`config.mk`:
```
export PLATFORM = sky130hd
export DESIGN_NAME = imu_sample_core
export DESIGN_NICKNAME = d
export VERILOG_FILES = /design/src/design/imu_pkg.sv /design/src/design/sample_fifo.sv /design/src/design/imu_sample_core.sv
export SDC_FILE = /design/constraint.sdc
export NUM_CORES = 1
export LEC_CHECK = 0
export BUFFER_PORTS_ARGS = -buffer_cell sky130_fd_sc_hd__buf_4
export CAP_MARGIN = 20
export CORE_MARGIN = 4
export CORE_UTILIZATION = 42
export DETAILED_ROUTE_END_ITERATION = 8
export GPL_ROUTABILITY_DRIVEN = 1
export HOLD_SLACK_MARGIN = 0.05
export SYNTH_ARGS = -nofsm -noshare
export SYNTH_HDL_FRONTEND = slang
export SYNTH_SLANG_ARGS = --single-unit
export TNS_END_PERCENT = 50
```
`constraint.sdc`:
```
create_clock -name SYS_CLK -period 8.35 [get_ports SYS_CLK]
set_input_delay 0.835 -clock SYS_CLK [delete_from_list [all_inputs] [get_ports SYS_CLK]]
set_output_delay 0.835 -clock SYS_CLK [all_outputs]
set_load 0.01 [all_outputs]
```
`src/design/imu_pkg.sv`:
```
// Shared constants, types and helpers for the inertial sample readout block
package imu_pkg;

   ////////////////////////////////////////////////////////////////////////////
   // Clock and timing
   localparam int CLK_HZ       = 20_000_000;
   localparam int CYC_PER_US   = CLK_HZ / 1_000_000;
   localparam int SAMPLE_SPS   = 2048;
   localparam int SAMPLE_CYC   = CLK_HZ / SAMPLE_SPS;
   localparam int STARTUP_MS   = 290;
   localparam int STARTUP_CYC  = STARTUP_MS * (CLK_HZ / 1000);
   localparam int RECOVER_MS   = 222;
   localparam int RECOVER_CYC  = RECOVER_MS * (CLK_HZ / 1000);
   localparam int RST_INIT_US  = 10;
   localparam int RST_INIT_CYC = (RST_INIT_US * CLK_HZ + 999_999) / 1_000_000;
   localparam int SYNC_DR_US   = 636;
   localparam int SYNC_DR_CYC  = SYNC_DR_US * CYC_PER_US;
   localparam int DR_HIGH_US   = 20;
   localparam int DR_HIGH_CYC  = DR_HIGH_US * CYC_PER_US;

   ////////////////////////////////////////////////////////////////////////////
   // Widths and layout
   localparam int CNT_W       = 23;
   localparam int PHASE_W     = 14;
   localparam int RST_CNT_W   = 8;
   localparam int DR_CNT_W    = 9;
   localparam int WORD_W      = 16;
   localparam int OUT_WORDS   = 9;
   localparam int BURST_WORDS = 10;
   localparam int FIFO_DEPTH  = 16;
   localparam int DIAG_IDX    = 0;
   localparam int RATE_IDX    = 1;
   localparam int ACCEL_IDX   = 4;
   localparam int TEMP_IDX    = 7;
   localparam int COUNT_IDX   = 8;
   localparam int DIAG_UNDERRUN_BIT  = 0;
   localparam int DIAG_SYNC_DROP_BIT = 1;
   localparam logic [6:0]  BURST_CMD = 7'h3E;
   localparam logic [1:0]  SYNC_EXT  = 2'h1;
   localparam logic [15:0] WORD_RST  = 16'h0000;

   ////////////////////////////////////////////////////////////////////////////
   // Types
   typedef logic [WORD_W-1:0] word_t;

   typedef struct packed {
      word_t        temp;
      word_t [2:0]  accel;
      word_t [2:0]  rate;
   } raw_sample_s;

   typedef struct packed {
      logic rst_n;
      logic sync;
      logic sclk;
      logic cs_n;
      logic mosi;
   } pin_s;

   typedef enum logic [1:0] {ST_BOOT, ST_RUN, ST_HELD, ST_RECOVER} life_e;

   ////////////////////////////////////////////////////////////////////////////
   // Byte sum over the output words
   function automatic word_t burst_checksum(input word_t [OUT_WORDS-1:0] w);
      word_t s;
      s = '0;
      for (int i = 0; i < OUT_WORDS; i++) begin
         s = s + word_t'(w[i][15:8]) + word_t'(w[i][7:0]);
      end
      return s;
   endfunction

endpackage

```
`src/design/sample_fifo.sv`:
```
// Word FIFO between the burst loader and the serial shifter
`timescale 1ns/1ps
module sample_fifo #(
   parameter int WIDTH = 16,
   parameter int DEPTH = 16
) (
   // Clock and reset
   input  wire logic             clk,
   input  wire logic             rst_n,
   input  wire logic             flush,
   // Fill side
   input  wire logic             in_valid,
   input  wire logic [WIDTH-1:0] in_data,
   output logic                  in_ready,
   // Drain side
   output logic                  out_valid,
   input  wire logic             out_ready,
   output logic [WIDTH-1:0]      out_data
);
   localparam int AW = $clog2(DEPTH);

   logic [WIDTH-1:0] mem [DEPTH];
   logic [AW:0]      wr_reg;
   logic [AW:0]      wr_next;
   logic [AW:0]      rd_reg;
   logic [AW:0]      rd_next;
   logic             push;
   logic             pop;

   always_comb begin
      in_ready  = (wr_reg - rd_reg) != (AW+1)'(DEPTH);
      out_valid = wr_reg != rd_reg;
      push      = in_valid && in_ready;
      pop       = out_valid && out_ready;
      out_data  = mem[rd_reg[AW-1:0]];
      wr_next   = flush ? '0 : wr_reg + (AW+1)'(push);
      rd_next   = flush ? '0 : rd_reg + (AW+1)'(pop);
   end

   always_ff @(posedge clk or negedge rst_n) begin
      if (!rst_n) begin
         wr_reg <= '0;
         rd_reg <= '0;
      end else begin
         wr_reg <= wr_next;
         rd_reg <= rd_next;
      end
   end

   always_ff @(posedge clk) begin
      if (push && !flush) begin
         mem[wr_reg[AW-1:0]] <= in_data;
      end
   end

endmodule

```
`src/design/imu_sample_core.sv`:
```
// Sample pacing, reset recovery, sync timing and serial readout of the sensor
`timescale 1ns/1ps
// How it works
// - Internal timer, held at zero outside run and in sync mode, makes a sample set at 2048 per second.
// - Each completed sample cycle drives a high pulse on the sample-done output.
// - Serial slave in polarity 1 phase 1, 16-bit words, most significant bit first.
// - First sample after power-up appears no later than 290 ms.
// - After reset pin release, sample-done pulses resume within 222 ms.
// - Reset recovery only counts once the power-up start-up has finished.
// - Sync mode 01 samples on external sync edges, 0.8 to 2000 Hz, slower still works.
// - In sync mode, sample-done rises 636 us after the starting sync edge.
// - Burst read words follow back to back with no stall.
module imu_sample_core
   import imu_pkg::*;
#(
   parameter int SAMPLE_PERIOD = SAMPLE_CYC,
   parameter int STARTUP_LEN   = STARTUP_CYC,
   parameter int RECOVER_LEN   = RECOVER_CYC,
   parameter int SYNC_DELAY    = SYNC_DR_CYC
) (
   // Clock and reset
   input  wire logic        SYS_CLK,
   input  wire logic        RST_N,
   // Host control pins
   input  wire logic        RESET_PIN_N,
   input  wire logic        SYNC_IN,
   input  wire logic [1:0]  SYNC_MODE_SELECT,
   // Serial port
   input  wire logic        SCLK,
   input  wire logic        CS_N,
   input  wire logic        MOSI,
   output logic             MISO,
   // Sensor front end
   input  wire raw_sample_s RAW_SAMPLE,
   // Sample status
   output logic             SAMPLE_DONE_STROBE
);

   pin_s                         meta_reg, pins_reg, prev_reg;
   life_e                        life_reg, life_next;
   logic [CNT_W-1:0]             life_cnt_reg, life_cnt_next;
   logic [RST_CNT_W-1:0]         rst_low_reg, rst_low_next;
   logic [PHASE_W-1:0]           phase_reg, phase_next;
   logic [PHASE_W-1:0]           slot_cnt_reg [2];
   logic [PHASE_W-1:0]           slot_cnt_next [2];
   logic [1:0]                   slot_busy_reg, slot_busy_next;
   logic                         dr_reg, dr_next;
   logic [DR_CNT_W-1:0]          dr_cnt_reg, dr_cnt_next;
   word_t [OUT_WORDS-1:0]        out_reg, out_next;
   word_t                        diag_reg, diag_next;
   word_t                        smpl_cnt_reg, smpl_cnt_next;
   logic                         ext, run, rst_init, start_done, int_tick;
   logic                         slot_tick, sync_edge, sync_drop, sample_done;
   logic [3:0]                   bit_cnt_reg, bit_cnt_next;
   word_t                        rx_reg, rx_next, tx_reg, tx_next, pend_reg, pend_next;
   word_t                        shift_word, load_word;
   logic                         miso_reg, miso_next, burst_reg, burst_next;
   logic                         loading_reg, loading_next;
   logic [3:0]                   load_idx_reg, load_idx_next;
   logic [5:0]                   rd_idx;
   logic                         cs_act, sclk_rise, sclk_fall, word_done, underrun;
   logic                         fifo_in_ready, fifo_out_valid, fifo_pop;
   word_t                        fifo_out_data;

   ////////////////////////////////////////////////////////////////////////////
   // Pin synchronisers
   always_ff @(posedge SYS_CLK or negedge RST_N) begin
      if (!RST_N) begin
         meta_reg <= '1;
         pins_reg <= '1;
         prev_reg <= '1;
      end else begin
         meta_reg <= '{RESET_PIN_N, SYNC_IN, SCLK, CS_N, MOSI};
         pins_reg <= meta_reg;
         prev_reg <= pins_reg;
      end
   end

   ////////////////////////////////////////////////////////////////////////////
   // Life cycle, sample pacing and sample-done pulse
   always_comb begin
      ext        = SYNC_MODE_SELECT == SYNC_EXT;
      run        = life_reg == ST_RUN;
      rst_init   = rst_low_reg == RST_CNT_W'(RST_INIT_CYC);
      start_done = 1'b0;
      life_next  = life_reg;
      life_cnt_next = (life_reg == ST_BOOT || life_reg == ST_RECOVER) ?
                      CNT_W'(life_cnt_reg + 1'b1) : '0;
      // Short low pulses are not taken as a reset
      rst_low_next = pins_reg.rst_n ? '0 : (rst_init ? rst_low_reg : RST_CNT_W'(rst_low_reg + 1'b1));
      case (life_reg)
         ST_BOOT: begin
            // Reset pin is not honoured until start-up is complete
            if (life_cnt_reg == CNT_W'(STARTUP_LEN - 1)) begin
               start_done = 1'b1;
               life_next  = ST_RUN;
            end
         end
         ST_RUN:  if (rst_init) life_next = ST_HELD;
         ST_HELD: if (pins_reg.rst_n) life_next = ST_RECOVER;
         ST_RECOVER: begin
            if (rst_init) begin
               life_next = ST_HELD;
            end else if (life_cnt_reg == CNT_W'(RECOVER_LEN - 1)) begin
               start_done = 1'b1;
               life_next  = ST_RUN;
            end
         end
         default: life_next = ST_BOOT;
      endcase
      // Internal sample timer
      int_tick = run && !ext && phase_reg == PHASE_W'(SAMPLE_PERIOD - 1);
      phase_next = (run && !ext && !int_tick) ? PHASE_W'(phase_reg + 1'b1) : '0;
      // External sync: two delay slots so edges may overlap the latency
      sync_edge = run && ext && pins_reg.sync && !prev_reg.sync;
      slot_tick = 1'b0;
      sync_drop = 1'b0;
      for (int i = 0; i < 2; i++) begin
         slot_cnt_next[i]  = PHASE_W'(slot_cnt_reg[i] + 1'b1);
         slot_busy_next[i] = slot_busy_reg[i] && run && ext;
         if (slot_busy_reg[i] && slot_cnt_reg[i] == PHASE_W'(SYNC_DELAY - 1)) begin
            slot_tick         = 1'b1;
            slot_busy_next[i] = 1'b0;
         end
      end
      if (sync_edge) begin
         if (!slot_busy_next[0]) begin
            slot_busy_next[0] = 1'b1;
            slot_cnt_next[0]  = '0;
         end else if (!slot_busy_next[1]) begin
            slot_busy_next[1] = 1'b1;
            slot_cnt_next[1]  = '0;
         end else begin
            sync_drop = 1'b1;
         end
      end
      sample_done = start_done || int_tick || slot_tick;
      // Sample-done pulse
      dr_next     = sample_done || (dr_reg && dr_cnt_reg != '0 && life_reg != ST_HELD);
      dr_cnt_next = sample_done ? DR_CNT_W'(DR_HIGH_CYC - 1) : dr_cnt_reg - DR_CNT_W'(dr_cnt_reg != '0);
      // Output word capture; new events win over the capture clear
      diag_next = diag_reg;
      diag_next[DIAG_UNDERRUN_BIT]  = diag_reg[DIAG_UNDERRUN_BIT] || underrun;
      diag_next[DIAG_SYNC_DROP_BIT] = diag_reg[DIAG_SYNC_DROP_BIT] || sync_drop;
      out_next      = out_reg;
      smpl_cnt_next = smpl_cnt_reg;
      if (sample_done) begin
         smpl_cnt_next = word_t'(smpl_cnt_reg + 1'b1);
         out_next[DIAG_IDX] = diag_next;
         for (int a = 0; a < 3; a++) begin
            out_next[RATE_IDX + a]  = RAW_SAMPLE.rate[a];
            out_next[ACCEL_IDX + a] = RAW_SAMPLE.accel[a];
         end
         out_next[TEMP_IDX]  = RAW_SAMPLE.temp;
         out_next[COUNT_IDX] = smpl_cnt_next;
         diag_next = '0;
         diag_next[DIAG_UNDERRUN_BIT]  = underrun;
         diag_next[DIAG_SYNC_DROP_BIT] = sync_drop;
      end
   end

   always_ff @(posedge SYS_CLK or negedge RST_N) begin
      if (!RST_N) begin
         life_reg      <= ST_BOOT;
         life_cnt_reg  <= '0;
         rst_low_reg   <= '0;
         phase_reg     <= '0;
         slot_cnt_reg  <= '{default: '0};
         slot_busy_reg <= '0;
         dr_reg        <= 1'b0;
         dr_cnt_reg    <= '0;
         out_reg       <= '{default: WORD_RST};
         diag_reg      <= WORD_RST;
         smpl_cnt_reg  <= WORD_RST;
      end else begin
         life_reg      <= life_next;
         life_cnt_reg  <= life_cnt_next;
         rst_low_reg   <= rst_low_next;
         phase_reg     <= phase_next;
         slot_cnt_reg  <= slot_cnt_next;
         slot_busy_reg <= slot_busy_next;
         dr_reg        <= dr_next;
         dr_cnt_reg    <= dr_cnt_next;
         out_reg       <= out_next;
         diag_reg      <= diag_next;
         smpl_cnt_reg  <= smpl_cnt_next;
      end
   end
   assign SAMPLE_DONE_STROBE = dr_reg;

   ////////////////////////////////////////////////////////////////////////////
   // Serial slave and burst loader
   always_comb begin
      cs_act    = !pins_reg.cs_n;
      sclk_rise = pins_reg.sclk && !prev_reg.sclk;
      sclk_fall = !pins_reg.sclk && prev_reg.sclk;
      bit_cnt_next  = bit_cnt_reg;
      rx_next       = rx_reg;
      tx_next       = tx_reg;
      pend_next     = pend_reg;
      miso_next     = miso_reg;
      burst_next    = burst_reg;
      loading_next  = loading_reg;
      load_idx_next = load_idx_reg;
      shift_word    = pend_reg;
      fifo_pop      = 1'b0;
      underrun      = 1'b0;
      word_done     = 1'b0;
      rd_idx        = '0;
      load_word     = (load_idx_reg == 4'(BURST_WORDS - 1)) ? burst_checksum(out_reg) :
                      out_reg[load_idx_reg];
      if (loading_reg && fifo_in_ready) begin
         load_idx_next = 4'(load_idx_reg + 1'b1);
         loading_next  = load_idx_reg != 4'(BURST_WORDS - 1);
      end
      if (!cs_act) begin
         bit_cnt_next = '0;
         burst_next   = 1'b0;
         loading_next = 1'b0;
      end else begin
         if (sclk_fall) begin
            if (bit_cnt_reg != '0) begin
               shift_word = tx_reg;
            end else if (burst_reg) begin
               fifo_pop   = fifo_out_valid;
               underrun   = !fifo_out_valid;
               shift_word = fifo_out_valid ? fifo_out_data : '0;
            end
            miso_next = shift_word[WORD_W-1];
            tx_next   = {shift_word[WORD_W-2:0], 1'b0};
         end
         if (sclk_rise) begin
            rx_next      = {rx_reg[WORD_W-2:0], pins_reg.mosi};
            bit_cnt_next = 4'(bit_cnt_reg + 1'b1);
            word_done    = bit_cnt_reg == 4'hF;
         end
         if (word_done && !burst_reg && !rx_next[WORD_W-1]) begin
            if (rx_next[14:8] == BURST_CMD) begin
               burst_next    = 1'b1;
               loading_next  = 1'b1;
               load_idx_next = '0;
               pend_next     = '0;
            end else begin
               rd_idx    = rx_next[14:9];
               pend_next = (rd_idx < 6'(OUT_WORDS)) ? out_reg[rd_idx] : '0;
            end
         end
      end
   end

   always_ff @(posedge SYS_CLK or negedge RST_N) begin
      if (!RST_N) begin
         bit_cnt_reg  <= '0;
         rx_reg       <= WORD_RST;
         tx_reg       <= WORD_RST;
         pend_reg     <= WORD_RST;
         miso_reg     <= 1'b0;
         burst_reg    <= 1'b0;
         loading_reg  <= 1'b0;
         load_idx_reg <= '0;
      end else begin
         bit_cnt_reg  <= bit_cnt_next;
         rx_reg       <= rx_next;
         tx_reg       <= tx_next;
         pend_reg     <= pend_next;
         miso_reg     <= miso_next;
         burst_reg    <= burst_next;
         loading_reg  <= loading_next;
         load_idx_reg <= load_idx_next;
      end
   end
   assign MISO = miso_reg;
   sample_fifo #(
      .WIDTH (WORD_W),
      .DEPTH (FIFO_DEPTH)
   ) u_fifo (
      .clk       (SYS_CLK),
      .rst_n     (RST_N),
      .flush     (!cs_act),
      .in_valid  (loading_reg),
      .in_data   (load_word),
      .in_ready  (fifo_in_ready),
      .out_valid (fifo_out_valid),
      .out_ready (fifo_pop),
      .out_data  (fifo_out_data)
   );

   ////////////////////////////////////////////////////////////////////////////
   // Checks
   logic [PHASE_W-1:0] gap_reg, edge_age_reg;
   logic [CNT_W-1:0]   since_rst_reg;
   logic               last_int_reg;

   always_ff @(posedge SYS_CLK or negedge RST_N) begin
      if (!RST_N) begin
         gap_reg       <= '0;
         edge_age_reg  <= '0;
         since_rst_reg <= '0;
         last_int_reg  <= 1'b0;
      end else begin
         gap_reg       <= sample_done ? '0 : (&gap_reg ? gap_reg : PHASE_W'(gap_reg + 1'b1));
         edge_age_reg  <= sync_edge ? '0 : (&edge_age_reg ? edge_age_reg : PHASE_W'(edge_age_reg + 1'b1));
         since_rst_reg <= &since_rst_reg ? since_rst_reg : CNT_W'(since_rst_reg + 1'b1);
         last_int_reg  <= sample_done ? int_tick : last_int_reg;
      end
   end
endmodule

```
==> results.md <==
Clock tree:
- Clock tree synthesis inserted a total of 59 buffers.
- CTS built an H-tree with a depth of 2.
- The number of buffers added for setup after CTS is 0.
- Clock tree synthesis selected as its root buffer the cell clkbuf_16.
- TritonCTS built the clock tree.
- The clock latency on the worst-skew pair is 640 ps.
- The post-cts gate resize count is 0.
- The clock slew seen by the registers of the worst setup and hold paths is 60 ps.
- In this run the deepest clock path goes through 3 buffers.
- The clock sink count is 554.
- Hold repair after CTS inserted 0 buffers.

Finish:
- The final-stage net count is 2634.
- 0 antenna diodes ended up in the layout.
- The filler-free cell count of the finished design is 3271.
- In the final layout, the share of cells above drive strength 1 is 0.1953.
- The number of flip-flops in the largest register is 256.
- The post-layout instance area is 32320 µm².
- The signed area change from the synthesized netlist to the final layout is 15.05%.

Worst setup path:
- On the worst path, the slowest cell contributes a delay of 790 ps.
- STA classifies the critical path startpoint as a register.
- Traced cell by cell, the critical path runs through inv_1 -> fa_1 -> inv_1 -> fa_1 -> fa_1 -> fa_1 -> fa_1 -> inv_1 -> fa_1 -> inv_1 -> ha_1 -> fa_1 -> a211oi_1 -> nor2_1 -> o31a_1 -> o31ai_1 -> xor2_1 -> a21oi_1.
- In this run the number of cells on the critical path is 18.
- The critical path buffer and inverter count is 4.
- For the worst setup path, the data required time is 8640 ps.
- At the worst endpoint, the arrival time is 6880 ps.
- On the critical path, the stage with the largest delay is an instance of a21oi_1.
- The critical path launch point is out_reg[18].
- The type of element capturing the critical path is a register.
- Of all nets on the critical path, the largest fanout is 16.
- The classification of the worst setup path is register to register.
- The dominant cell type by count on the critical path is fa_1.
- The cell family contributing the most delay on the critical path is adder cells.
- The launching point of the worst reg2reg path is out_reg[18].
- The number of cells on the worst reg-to-reg path is 18.

Drt:
- For this run, the detailed router's first-pass iteration total came to 5.
- The routed via count is 18004.
- The initial detailed-routing violation count is 1252.
- For this run, design rule violations remaining after detail routing come to 0.
- The detail route stage leaves a number of antenna-violating nets equal to 0.
- The per-cell via count in the routed design is 5.504.
- The final layout contains routed wiring with a total length of 71760 µm.
- Dividing the detail-routed wire length by the instance count gives 21.94 µm.

Placed design:
- In this run the tool buffered the top-level ports with 122 buffer cells.
- Including well taps, the total number of placed cells is 3149.
- Routability-driven placement finished with a final weighted congestion of 0.8615.
- After detailed placement, the total cell area comes to 30050 µm².
- The placed wire-length estimate is 49580 µm.

Timing:
- The highest attainable clock frequency is 151.6 MHz.
- The final clock period utilization by the worst path is 0.7900.
- The worst hold margin is 190.1 ps.
- The number of failing setup endpoints in the final timing report is 0.
- The final hold violation count is 0.
- The clock period minus worst slack is 6596 ps.
- At the pin with the least slew margin, the transition time is 1087 ps.
- Setup repair after global routing left no endpoint under its margin.
- After routing, the total negative slack on setup checks comes to 0 ps.
- Clock skew on the completed layout was measured at 28.81 ps.
- The max-slew violation count is 0.
- Measured against its own limit, the worst slew margin works out to 0.2744.

Power:
- The power spent charging and discharging nets is 3050 µW.
- In this run the static leakage power is 0.01223 µW.
- The clock network fraction of design power is 0.316.
- The design draws 9088 µW.
- The internal power summed over all cells is 6038 µW.
- The share of total power in combinational logic is 0.343.
- Of the total power, registers draw 0.341.
- VDD sags by at most 0.3584 mV.
- Power spread over the standard cell area amounts to 281.2 nW/µm².
- The switching power as a share of total power is 0.3356.

Floorplan:
- The full die area is 71090 µm².
- In this run the core area contains 94 standard-cell rows.
- The die is 266.6 µm wide.
- The number of ports placed on the die boundary is 123.
- The region available for standard cell placement spans 65980 µm².
- The initial utilization of the core area, before any placement, comes to 0.4258.
- The die is 266.6 µm tall.

Yosys:
- The biggest area contributor in the post-synthesis netlist is edfxtp_1.
- The combinational family with the most area after synthesis is multiplexers.
- The most used flip-flop cell after synthesis is dfrtp_1.
- Of the post-synthesis cell area, the dominant cell type holds 0.2737.
- The post-synthesis sequential element count is 554.
- Counting every net in the synthesized netlist gives 2505.
- Of all flip-flops after synthesis, the portion carrying an async set or reset was 0.5379.
- The number of enable flip-flop cells after synthesis is 256.
- The fraction of the mapped netlist area in compound gates is 0.07803.
- The post-synthesis cell area is 28090 µm².
- The portion of synthesized area spent on multiplexers is 0.1120.
- In the post-synthesis netlist, the biggest area contributors are edfxtp_1 27%, dfrtp_1 25%, fa_1 7.9%, mux4_2 7.1%, inv_1 3.0%.
- The number of cells produced by synthesis is 2227.
- The number of distinct library cells after synthesis is 72.
- The simple-gate share of the synthesized area is 0.09536.
- The portion of the post-synthesis area used by sequential elements is 0.5396.
- The adder and majority gate portion of the synthesized area is 0.09959.
- Of the total synthesized cell area, the portion taken by XOR and XNOR cells is 0.02868.
- The mean instance size in the synthesized netlist is 12.61 µm².
- The number of warnings reported in the yosys synthesis log is 0.

Global route:
- Entering global routing, the biggest net connects 151 pins.
- The initial antenna violation count was 0.
- The residual overflow from global routing is 0.
- The first global-routing pass estimated 112400 µm of wire.
- Across every metal layer, demand over resource in global routing totals 0.2037.
- The via count of the first global-routing pass was 18844.

Job:
- Max-cap violations in this run came to 0.

Run status:
- The run finished with clean final reports.

Min path:
- The path class of the lowest-slack min-delay path is input port to asynchronous set/reset pin.
==> cell families after synthesis <==
family          count (synthesis)
simple gates                  555
flops                         554
compound gates                343
buf+inv                       330
mux                           196
fa+ha+maj                     157
xor+xnor                       92
==> through the flow <==
stage                       util  worst slack, ps
after floorplan                -             2280
after global placement    0.4552             1904
after detailed placement  0.4554             1743
after CTS                 0.4881             1702
after global routing      0.4898             1407
final                     0.4898             1754
==> cells in the mapped netlist (50+ instances only) <==
master	instances
o21ai_0	100
nand2_1	192
mux4_2	89
dfrtp_1	286
clkbuf_1	63
edfxtp_1	256
mux2_2	51
mux2i_1	50
fa_1	111
nand3_1	51
a21oi_1	101
nor2_1	145
inv_1	224
==> path summary, 6_finish.rpt <==
kind | slack (ps) | endpoint
setup reg to reg | 1750 | u_fifo.mem[8][10]
setup / recovery | 1750 | u_fifo.mem[8][10]
hold / removal | 190 | slot_cnt_reg[16]
hold reg to reg | 350 | pins_reg[0]
max in group asynchronous | 6730 | out_reg[74]
min in group SYS_CLK | 300 | meta_reg[0]
==> metal layers <==
| layer | up-vias | track usage | routed length, µm |
|---|---|---|---|
| li1 | 8174 | - | - |
| met1 | 9206 | 0.2830 | 30900 |
| met2 | 527 | 0.3375 | 35200 |
| met3 | 97 | 0.03466 | 4031 |
| met4 | 0 | 0.05126 | 1627 |
| met5 | - | 0 | 0 |
==> final cells by class <==
class	instances	area [µm²]
Sequential cell	554	15170
Clock buffer	76	1632
Inverter	227	852.1
Timing Repair Buffer	171	1341
Tap cell	864	1081
Multi-Input combinational cell	1343	11720
Clock inverter	36	525.5
Fill cell	5716	33660
==> cells in the final DEF (no fill, tap or decap), types with 6 or more instances in the layout <==
cell type / instances
nand2_1: 192
mux2i_1: 48
ha_1: 46
o211ai_1: 10
clkbuf_16: 60
xnor2_1: 46
nor2_1: 145
clkbuf_8: 8
a21oi_1: 100
nor3_1: 13
inv_1: 224
mux4_2: 89
clkinv_2: 9
fa_1: 111
or4_1: 8
buf_4: 163
and3_1: 14
bufinv_16: 11
clkinv_4: 6
and2_1: 7
mux2_2: 51
a22oi_1: 18
nand4_1: 16
nand3_1: 51
o221ai_1: 16
nand2b_1: 8
o221a_2: 15
xor2_1: 46
mux2_1: 6
nor4_1: 11
clkbuf_1: 9
dfrtp_1: 282
a211oi_1: 34
nor2b_1: 15
o21ai_0: 99
nand3b_1: 20
edfxtp_1: 256
dfstp_2: 12
o31ai_1: 19
or3_1: 17
==> power groups by stage <==
stage	logic (µW)	clock network [µW]	registers (µW)
floorplan	2280	0	3110
global placement	2990	0	3150
CTS	3090	2930	3100
global route	3470	3040	3120
finish	3110	2870	3100
detailed placement	3060	0	3150
Power figures use the tool's default switching activity.
